File: src/smls_defs.vh
// Purpose: Constants for the low-power direct measurement sequencer
// Assumes: 8-bit register port, one 125 MHz clock
// Notes:   Offsets, field positions, reset values and timing counts
`ifndef SMLS_DEFS_VH
`define SMLS_DEFS_VH

// ---------------------------------------------------------------
// Register offsets
// ---------------------------------------------------------------
`define SMLS_ADDR_W        8
`define SMLS_DATA_W        8
`define SMLS_STATCTL_ADDR  8'h40
`define SMLS_CTRL_ADDR     8'h41
`define SMLS_ISD_ADDR      8'h42
`define SMLS_SP_ADDR       8'h43

// ---------------------------------------------------------------
// Field positions
// ---------------------------------------------------------------
`define SMLS_SC_FLAG       7
`define SMLS_SC_ACK        6
`define SMLS_SC_IE         5
`define SMLS_SC_SEN        4
`define SMLS_SC_LOW_POWER_DIRECT_MODE       3
`define SMLS_CT_EN         7
`define SMLS_CT_CAP        6

// ---------------------------------------------------------------
// Reset values
// ---------------------------------------------------------------
`define SMLS_STATCTL_RST   8'h00
`define SMLS_CTRL_RST      8'h00
`define SMLS_ISD_RST       8'h10
`define SMLS_SP_RST        8'h04

// ---------------------------------------------------------------
// Timing
// ---------------------------------------------------------------
`define SMLS_CLK_PERIOD_NS 8
`define SMLS_TICK_NS       1000
`define SMLS_TICK_CYCLES   ((`SMLS_TICK_NS + `SMLS_CLK_PERIOD_NS - 1) / `SMLS_CLK_PERIOD_NS)
`define SMLS_PRE_W         16

`endif

File: src/smls_wrap_unused.v
`timescale 1ns/100ps
`default_nettype none
// Purpose: none
`default_nettype wire
File: src/smls_seq.v
// Purpose: Low-power direct measurement sequencer with its status and
//          control registers, settle timing and ADC trigger
// Assumes: ADC and processor power status share clk_in; register port
//          reads answer one cycle after the read strobe
// Notes:   Settle intervals count in ticks of one microsecond
`timescale 1ns/100ps
`default_nettype none

`include "smls_defs.vh"

// Notes on behaviour
// RL1: Firmware enters with writes: mode bit, then enable, then capture.
// RL2: Capture set is synchronised; first trigger after the initial delay.
// RL3: Later settle periods start at each trigger; repeats until exit.
// RL4: Every new entry uses the initial delay first, then repeat period.
// RL5: Capture bit stays set in the mode; clears when mode bit drops.
// RL6: Firmware exits by clearing enable then mode bit, two writes.
// RL7: Firmware changes intervals only right after the ADC wake-up.
// RL8: Conversion complete sets on ADC finish, clears on result read.
// RL9: Hardware alone times acquisition, so processor may stay stopped.
// RL10: Firmware should rerun the initial delay after changing settings.
// RL11: Flag bit 7 sets at settle end if running, enabled, mode off.
// RL12: Writing one to ack bit 6 clears the flag; zero does nothing.
// RL13: Ack bit always reads zero and holds no reset state.
// RL14: Interrupt disabled in stop state or while low-power mode is on.
// RL15: Interrupt enable bit 5 has no effect while auto acquire is clear.
// RL16: Status register at 0x40 resets to zero; bit 6 and 2..0 read zero.
// RL17: Auto acquire bit reads one while a measurement is underway.
// RL18: Capture writes are ignored while auto acquisition is active.
module smls_seq
#(
	parameter TICK_CYCLES = `SMLS_TICK_CYCLES
)
(
	// Clock and reset
	input  wire                    clk_in,
	input  wire                    rstn_in,
	// Register port
	input  wire [`SMLS_ADDR_W-1:0] reg_addr_in,
	input  wire [`SMLS_DATA_W-1:0] reg_wdata_in,
	input  wire                    reg_wr_in,
	input  wire                    reg_rd_in,
	output reg  [`SMLS_DATA_W-1:0] reg_rdata_out,
	// Processor and ADC status
	input  wire                    cpu_running_in,
	input  wire                    adc_done_in,
	input  wire                    adc_result_read_in,
	// Outputs to ADC and interrupt controller
	output reg                     adc_trigger_out,
	output reg                     conversion_complete_out,
	output reg                     measure_irq_out
);

	// ---------------------------------------------------------------
	// States
	// ---------------------------------------------------------------
	localparam [4:0] ST_IDLE = 5'h01;
	localparam [4:0] ST_SYNC = 5'h02;
	localparam [4:0] ST_ISD  = 5'h04;
	localparam [4:0] ST_SP   = 5'h08;
	localparam [4:0] ST_WAIT = 5'h10;

	localparam [`SMLS_PRE_W-1:0] PRE_LAST = TICK_CYCLES - 1;

	// ---------------------------------------------------------------
	// Decode helper
	// ---------------------------------------------------------------
	function hit;
		input [`SMLS_ADDR_W-1:0] a;
		input [`SMLS_ADDR_W-1:0] b;
		begin
			hit = (a == b);
		end
	endfunction

	// ---------------------------------------------------------------
	// Registers
	// ---------------------------------------------------------------
	reg                     flag_r;
	reg                     flag_nxt;
	reg                     ie_r;
	reg                     ie_nxt;
	reg                     sen_r;
	reg                     sen_nxt;
	reg                     low_power_direct_mode_r;
	reg                     low_power_direct_mode_nxt;
	reg                     en_r;
	reg                     en_nxt;
	reg                     cap_r;
	reg                     cap_nxt;
	reg [7:0]               isd_r;
	reg [7:0]               isd_nxt;
	reg [7:0]               sp_r;
	reg [7:0]               sp_nxt;
	reg [4:0]               state_r;
	reg [4:0]               state_nxt;
	reg [7:0]               cnt_r;
	reg [7:0]               cnt_nxt;
	reg [`SMLS_PRE_W-1:0]   pre_r;
	reg [`SMLS_PRE_W-1:0]   pre_nxt;
	reg                     trig_nxt;
	reg                     cc_nxt;
	reg [`SMLS_DATA_W-1:0]  rdata_nxt;

	wire wr_sc  = reg_wr_in & hit(reg_addr_in, `SMLS_STATCTL_ADDR);
	wire wr_ct  = reg_wr_in & hit(reg_addr_in, `SMLS_CTRL_ADDR);
	wire wr_isd = reg_wr_in & hit(reg_addr_in, `SMLS_ISD_ADDR);
	wire wr_sp  = reg_wr_in & hit(reg_addr_in, `SMLS_SP_ADDR);

	wire run_low_power_direct_mode = low_power_direct_mode_r & en_r & cap_r;
	wire tick     = (pre_r == PRE_LAST);
	// A zero interval still lasts one tick
	wire per_end  = tick & (cnt_r <= 8'h01);
	wire timing   = state_r[2] | state_r[3];

	// ---------------------------------------------------------------
	// Software-visible bits
	// ---------------------------------------------------------------
	always @*
	begin
		low_power_direct_mode_nxt = low_power_direct_mode_r;
		ie_nxt   = ie_r;
		en_nxt   = en_r;
		isd_nxt  = isd_r;
		sp_nxt   = sp_r;
		if (wr_sc)
		begin
			low_power_direct_mode_nxt = reg_wdata_in[`SMLS_SC_LOW_POWER_DIRECT_MODE];
			ie_nxt   = reg_wdata_in[`SMLS_SC_IE];
		end
		// Enable cannot be raised while an auto measurement runs
		if (wr_ct)
			en_nxt = reg_wdata_in[`SMLS_CT_EN] & ~sen_r;
		// New intervals take effect at the next period load
		if (wr_isd)
			isd_nxt = reg_wdata_in;
		if (wr_sp)
			sp_nxt = reg_wdata_in;
	end

	// Auto acquire starts only from idle and clears on ADC finish
	always @*
	begin
		sen_nxt = sen_r;
		if (wr_sc & reg_wdata_in[`SMLS_SC_SEN] & ~sen_r & ~en_r & ~low_power_direct_mode_r)
			sen_nxt = 1'b1; // RL17
		else if (state_r[4] & adc_done_in)
			sen_nxt = 1'b0; // RL17
	end

	// Capture is held for the whole low-power session
	always @*
	begin
		cap_nxt = cap_r;
		if (~low_power_direct_mode_r)
			cap_nxt = 1'b0; // RL5
		else if (wr_ct & reg_wdata_in[`SMLS_CT_CAP] & ~sen_r & en_r)
			cap_nxt = 1'b1; // RL18
	end

	// ---------------------------------------------------------------
	// Sequencer
	// ---------------------------------------------------------------
	always @*
	begin
		state_nxt = state_r;
		cnt_nxt   = cnt_r;
		pre_nxt   = timing ? (tick ? {`SMLS_PRE_W{1'b0}} : pre_r + 1'b1)
		                   : {`SMLS_PRE_W{1'b0}};
		trig_nxt  = 1'b0;
		if (timing & tick & ~per_end)
			cnt_nxt = cnt_r - 8'h01;
		case (state_r)
			ST_IDLE:
			begin
				if (run_low_power_direct_mode)
					state_nxt = ST_SYNC; // RL2
				else if (sen_r)
				begin
					state_nxt = ST_ISD;
					cnt_nxt   = isd_r;
				end
			end
			ST_SYNC:
			begin
				// Each fresh entry runs the initial delay first
				state_nxt = ST_ISD; // RL4
				cnt_nxt   = isd_r;
				pre_nxt   = {`SMLS_PRE_W{1'b0}};
			end
			ST_ISD:
			begin
				if (~sen_r & ~run_low_power_direct_mode)
					state_nxt = ST_IDLE; // RL3
				else if (per_end)
				begin
					trig_nxt = 1'b1; // RL2
					if (sen_r)
						state_nxt = ST_WAIT;
					else
					begin
						state_nxt = ST_SP; // RL4
						cnt_nxt   = sp_r; // RL3
					end
				end
			end
			ST_SP:
			begin
				// No software action needed between triggers
				if (~run_low_power_direct_mode)
					state_nxt = ST_IDLE; // RL3
				else if (per_end)
				begin
					trig_nxt = 1'b1; // RL9
					cnt_nxt  = sp_r; // RL3
				end
			end
			ST_WAIT:
			begin
				if (adc_done_in)
					state_nxt = ST_IDLE;
			end
			default:
			begin
				state_nxt = ST_IDLE;
			end
		endcase
	end

	// ---------------------------------------------------------------
	// Flag, completion and read data
	// ---------------------------------------------------------------
	always @*
	begin
		// Set beats a same-cycle acknowledge
		flag_nxt = flag_r & ~(wr_sc & reg_wdata_in[`SMLS_SC_ACK]); // RL12
		if (timing & per_end & cpu_running_in & ie_r & ~low_power_direct_mode_r & sen_r)
			flag_nxt = 1'b1; // RL11 RL14 RL15
		cc_nxt = conversion_complete_out & ~adc_result_read_in; // RL8
		if (adc_done_in)
			cc_nxt = 1'b1; // RL8
	end

	always @*
	begin
		rdata_nxt = 8'h00;
		if (reg_rd_in)
		begin
			if (hit(reg_addr_in, `SMLS_STATCTL_ADDR))
			begin
				// Ack and low bits always read back as zero
				rdata_nxt[`SMLS_SC_FLAG] = flag_r; // RL16 RL13
				rdata_nxt[`SMLS_SC_IE]   = ie_r;
				rdata_nxt[`SMLS_SC_SEN]  = sen_r; // RL17
				rdata_nxt[`SMLS_SC_LOW_POWER_DIRECT_MODE] = low_power_direct_mode_r;
			end
			else if (hit(reg_addr_in, `SMLS_CTRL_ADDR))
			begin
				rdata_nxt[`SMLS_CT_EN]  = en_r;
				rdata_nxt[`SMLS_CT_CAP] = cap_r;
			end
			else if (hit(reg_addr_in, `SMLS_ISD_ADDR))
				rdata_nxt = isd_r;
			else if (hit(reg_addr_in, `SMLS_SP_ADDR))
				rdata_nxt = sp_r;
		end
	end

	// ---------------------------------------------------------------
	// Flip-flops
	// ---------------------------------------------------------------
	always @(posedge clk_in or negedge rstn_in)
	begin
		if (!rstn_in)
		begin
			flag_r                  <= 1'b0; // RL16
			ie_r                    <= 1'b0;
			sen_r                   <= 1'b0;
			low_power_direct_mode_r                  <= 1'b0;
			en_r                    <= 1'b0;
			cap_r                   <= 1'b0;
			isd_r                   <= `SMLS_ISD_RST;
			sp_r                    <= `SMLS_SP_RST;
			state_r                 <= ST_IDLE;
			cnt_r                   <= 8'h00;
			pre_r                   <= {`SMLS_PRE_W{1'b0}};
			adc_trigger_out         <= 1'b0;
			conversion_complete_out <= 1'b0;
			measure_irq_out         <= 1'b0;
			reg_rdata_out           <= 8'h00;
		end
		else
		begin
			flag_r                  <= flag_nxt;
			ie_r                    <= ie_nxt;
			sen_r                   <= sen_nxt;
			low_power_direct_mode_r                  <= low_power_direct_mode_nxt;
			en_r                    <= en_nxt;
			cap_r                   <= cap_nxt;
			isd_r                   <= isd_nxt;
			sp_r                    <= sp_nxt;
			state_r                 <= state_nxt;
			cnt_r                   <= cnt_nxt;
			pre_r                   <= pre_nxt;
			adc_trigger_out         <= trig_nxt;
			conversion_complete_out <= cc_nxt;
			measure_irq_out         <= flag_nxt;
			reg_rdata_out           <= rdata_nxt;
		end
	end

endmodule

`default_nettype wire

File: config.mk
export PLATFORM = sky130hd
export DESIGN_NAME = smls_seq
export DESIGN_NICKNAME = d
export VERILOG_FILES = /design/src/smls_wrap_unused.v /design/src/smls_seq.v
export VERILOG_INCLUDE_DIRS = /design/src
export SDC_FILE = /design/constraint.sdc
export NUM_CORES = 1
export LEC_CHECK = 0
export BUFFER_PORTS_ARGS = -buffer_cell sky130_fd_sc_hd__buf_2
export CAP_MARGIN = 20
export CORE_MARGIN = 5
export CORE_UTILIZATION = 51
export CTS_CLUSTER_DIAMETER = 50
export DETAILED_ROUTE_END_ITERATION = 12
export PLACE_DENSITY = 0.71
export SYNTH_ARGS = -nofsm -noshare
export SYNTH_HDL_FRONTEND = slang
export SYNTH_SLANG_ARGS = --single-unit
File: constraint.sdc
create_clock -name clk_in -period 3.3 [get_ports clk_in]
set_input_delay 0 -clock clk_in [delete_from_list [all_inputs] [get_ports clk_in]]
set_output_delay 0 -clock clk_in [all_outputs]
set_load 0.01 [all_outputs]
### Word-level counts from Yosys, hierarchy flattened

Cells that the tools add are included.

| storage, ports and cells | value |
|---|---|
| bits in latches | 0 |
| memory bits (read-only) | 0 |
| flip-flop bits (word level) | 61 |
| memories | 0 |
| memory bits (writable) | 0 |

| operators by class | value |
|---|---|
| add/sub/neg operators | 2 |
| bitwise operators | 35 |
| multipliers | 0 |
| shift operators | 0 |
| reduce and logical (&&, ||, !) cells | 2 |
| divide/modulo/power cells | 0 |
| equality and inequality tests | 15 |
| magnitude comparators | 1 |
| muxes and demuxes | 39 |

Operators with widths:

| kind | number |
|---|---|
| two-way mux 8 bit | 11 |
| two-way mux 16 bit | 3 |
| two-way mux 5 bit | 7 |
| == test 8 x 7 -> 1 bit, second input constant | 4 |
| case mux 8 bit (4 select lines) | 1 |
| AND 1 bit | 27 |
| case mux 5 bit (5 select lines) | 1 |
| adder 16 x 1 -> 16 bit, second input constant | 1 |
| == test 16 x 7 -> 1 bit, second input constant | 1 |
| two-way mux 1 bit | 11 |
| less-or-equal comparator 8 x 1 -> 1 bit, second input constant | 1 |
| subtractor 8 x 1 -> 8 bit, second input constant | 1 |
| NOT 1 bit | 7 |
| two-way mux 3 bit | 2 |
| two-way mux 6 bit | 1 |
| != test 3 bit, second input constant | 2 |
| == test 5 x 1 -> 1 bit, second input constant | 1 |
| == test 5 x 2 -> 1 bit, second input constant | 1 |
| == test 5 x 3 -> 1 bit, second input constant | 1 |
| == test 5 x 4 -> 1 bit, second input constant | 1 |
| == test 5 bit, second input constant | 1 |
| != test 2 bit, second input constant | 2 |
| AND reduction 4 bit | 1 |
| two-way mux 2 bit | 1 |
| 4 further kinds | 4 |

### Logic depth before layout (Yosys ltp)

| depth | value |
|---|---|
| depth in word-level cells | 9 |
| depth in mapped cells | 8 |
| mapped depth without buffers | 7 |

### Worst setup path before layout

Ideal clock, no wire load.

| timing | value |
|---|---|
| path kind | register -> register |
| start | register cnt_r[0] |
| end | register cnt_r[1] |
| slack | 1344 ps |
| data required time | 3217 ps |
| arrival | 1874 ps |
| cell stages (with the launch flop) | 8 |
| path through | dfrtp_1 -> inv_1 -> ha_1 -> or2_2 -> a31oi_1 -> nand2_1 -> mux2_2 -> o21ai_0 |

| between the ends | value |
|---|---|
| word-level cells in the longest chain between the ends | 9 |

Ends and longest elaborated chain:

| element | line | RTL |
|---|---|---|
| start: declaration | smls_seq.v:97 | `reg [7:0] cnt_r;` |
| start signal: assignment | smls_seq.v:303 | `cnt_r <= cnt_nxt;` |
| less-or-equal comparator 8 x 1 -> 1 bit | smls_seq.v:113 | `wire per_end = tick & (cnt_r <= 8'h01);` |
| AND 1 bit | smls_seq.v:113 |  |
| NOT 1 bit | smls_seq.v:171 | `if (timing & tick & ~per_end)` |
| AND 1 bit | smls_seq.v:171 |  |
| two-way mux 8 bit | smls_seq.v:171 |  |
| two-way mux 8 bit | smls_seq.v:198 | `if (sen_r)` |
| two-way mux 8 bit | smls_seq.v:195 | `else if (per_end)` |
| two-way mux 8 bit | smls_seq.v:193 | `if (~sen_r & ~run_low_power_direct_mode)` |
| case mux 8 bit (4 select lines) (*) | smls_seq.v:173 | `case (state_r)` |
| via cnt_nxt[1] | smls_seq.v:98 | `reg [7:0] cnt_nxt;` |

Mark *: on every way through the listed nets, which the timed path passes. The rest lies on a longest branch.
A chain may end at the register's enable or synchronous reset.

### Worst setup path after layout

Ends and elaborated chain as after synthesis.

==> run metrics <==
Synth Flop Type dfrtp_1; max capacitance violation total 0; share of cells above drive strength 1 27.06%; Max Slew Vio Count 0; worst-path maximum fanout 7; RSZ-0062 raised after global routing false; pwr dens 446.6 nW/um2; Seq/Total Area, Yosys 50.12%; via/cell ratio 5.549; Commonest cells post-synth dfrtp_1, nor2_1, mux2_2; M1 wire length 2915 um; first-pass GRT wire length 11,150 um; io pins 34; die width 87.37 um; Synth area leader dfrtp_1; Max Freq 445.6 MHz; design area 3610 um2; multi-input logic area 1461 um2; Tmin final 2244 ps; TritonRoute pass-1 iters 4; clk buf depth 2; fin crit share 68.01%; DP Area 3284 um2; clock skew 7.654 ps; clock transition at the registers of the reported paths 80 ps; Worst Hold Path Cells 3; area of the die 7634 um2; antenna viol nets, final 0; WL/cell 15.93 um; Synth top area share 47.54%; Storage cell area 1530 um2; Setup WS post-layout 1056 ps; Syn Inst Count 285; cell with the most instances after synthesis dfrtp_1; Placement Setup Slack 1093 ps; P_leak 1.622 nW; worst reg2reg path depth 7; CTS buffer count 9; end-of-flow core utilization 61.33%; CTS H-tree lvls 3; CTS root buffer clkbuf_8; met3 routed WL 283 um; initial antenna violation count 0; Hold Crit Class in -> reg; asr flop ratio synth 100.0%; Seq cells post-synth 61; Core Area 5886 um2; setup TNS 0 ps; Mapped Area 3053 um2; met2 wire length 3327 um; Initial Utilization 51.87%; largest net degree at the start of global routing 37; syn_nets 312; synth top area cells dfrtp_1, mux2_2, nor2_1; ant diodes 0; Starting DRT DRC Count 113; Rows 28; Setup violations, final 0; die height 87.37 um; count of flip-flops with a built-in enable after synthesis 0; Ys Warns 0; layout net count 362; Crit Path Class reg -> reg; R2R Path Start cnt_r[0]; CP Launch Type flip-flop; Filler Cells Inserted 488; peak supply drop 0.2687 mV; IO buf count 33; min-delay src reg_addr_in[5]; GR Overflow Total 0; crit path from cnt_r[0]; Tot GR Track Use 19.17%; vias in the first global route 2,358; highest metal used met4; routability cong. 0.8351; Worst-Skew Late Latency 330 ps; clock tree sinks 61; Final Hold Viols 0; CTS tree done; Setup crit end kind flip-flop; synthesis-to-layout area growth 18.24%; Mean Syn Cell Area 10.71 um2; Slew @ Worst Pin 1025 ps; Vias 2,303; DP HPWL 4615 um; worst path required time 3550 ps; WP data arrival 2500 ps; Distinct cells, synth 45; DRC violations left 0; Worst slew margin 31.56%; status complete, no violations; WL final 6611 um
-- sequential cells by signal (all words and copies together) (netlist names) --
signal / cells
sp_r: 8
flag_r: 1
state_r: 5
en_r: 1
isd_r: 8
conversion_complete_out: 1
cnt_r: 8
sen_r: 1
adc_trigger_out: 1
ie_r: 1
pre_r: 16
cap_r: 1
low_power_direct_mode_r: 1
reg_rdata_out: 8
-- cells by family after synthesis --
family,Yosys count,synth area share [%]
AOI/OAI and AO/OA,42,9.016
xor gates and xnor gates,23,6.599
adders and majority gates,4,1.639
buffers and inverters,15,2.008
DFF,61,50.12
muxes,28,10.57
and+or+nand+nor,112,20.04
-- critical path: stages, from the launching register on --
cell and delay [ps]:
dfrtp_1 410, inv_1 90, ha_1 250, or2_2 320, a31oi_1 470, nand2_1 190, mux2_2 310, o21ai_0 140
-- layout make-up --
class | count | share of cell area (%)
flip-flops and latches | 61 | 42.39
multi-input cells | 209 | 40.49
well taps | 75 | 2.600
clock buffers | 9 | 3.432
repair buffers | 47 | 8.319
clock inverters | 7 | 2.045
inverters | 7 | 0.7279
-- through the flow --
step	hold slack [ps]	total power, W	cells
2_1_floorplan	-295.6	0.0008943	285
3_3_place_gp	28.90	0.0009469	386
5_1_grt	11.86	0.001686	415
4_1_cts	6.382	0.001629	414
3_5_place_dp	33.36	0.0009529	386
6_report	24.56	0.001612	415
-- routing by layer --
layer	GRT usage, %	up-vias
met3	4.447	9
met1	25.67	1125
met2	30.00	43
met4	7.810	0
li1	-	1126
met5	0	-
-- final timing paths --
check	slack [ps]	endpoint
worst max-delay path	1060	cnt_r[1]
worst min-delay path	20	reg_rdata_out[7]
worst max register to register	1060	cnt_r[1]
worst min register to register	500	conversion_complete_out
max in group asynchronous	2210	state_r[0]
min in group asynchronous	200	pre_r[2]
-- cell usage in the layout, fill, tap and decap left out, types with 3 or more instances in the layout --
| cell | count |
|---|---|
| xor2_1 | 15 |
| ha_1 | 4 |
| clkbuf_8 | 9 |
| buf_2 | 33 |
| dfrtp_1 | 58 |
| a31oi_1 | 4 |
| or2_2 | 3 |
| mux2i_1 | 3 |
| nor2b_1 | 3 |
| dlygate4sd3_1 | 12 |
| a22oi_1 | 11 |
| nand4_1 | 5 |
| o21ai_0 | 14 |
| mux2_2 | 24 |
| xnor2_1 | 8 |
| nor4_1 | 4 |
| nor3_1 | 6 |
| dfstp_2 | 3 |
| nand2_1 | 14 |
| and3_1 | 6 |
| a21oi_1 | 4 |
| nand3_1 | 16 |
| nor2_1 | 37 |
| inv_1 | 7 |
-- power by group --
group | internal [W] | switching (W) | total (W) | leakage [nW]
combinational | 0.0000667 | 0.0000843 | 0.000151 | 0.687
clock | 0.000352 | 0.000309 | 0.000661 | 0.100
sequential | 0.000773 | 0.0000268 | 0.000800 | 0.834
total | 0.00119 | 0.000420 | 0.00161 | 1.62
-- repair_timing --
| item | 4_1_cts | 5_1_grt |
|---|---|---|
| endpoints found under the hold margin | 49 | 0 |
| resized for setup | 0 | 0 |
| hold buffers | 12 | 0 |
| setup buffers | 0 | 0 |
No activity file was read; power rests on OpenSTA's default activity.
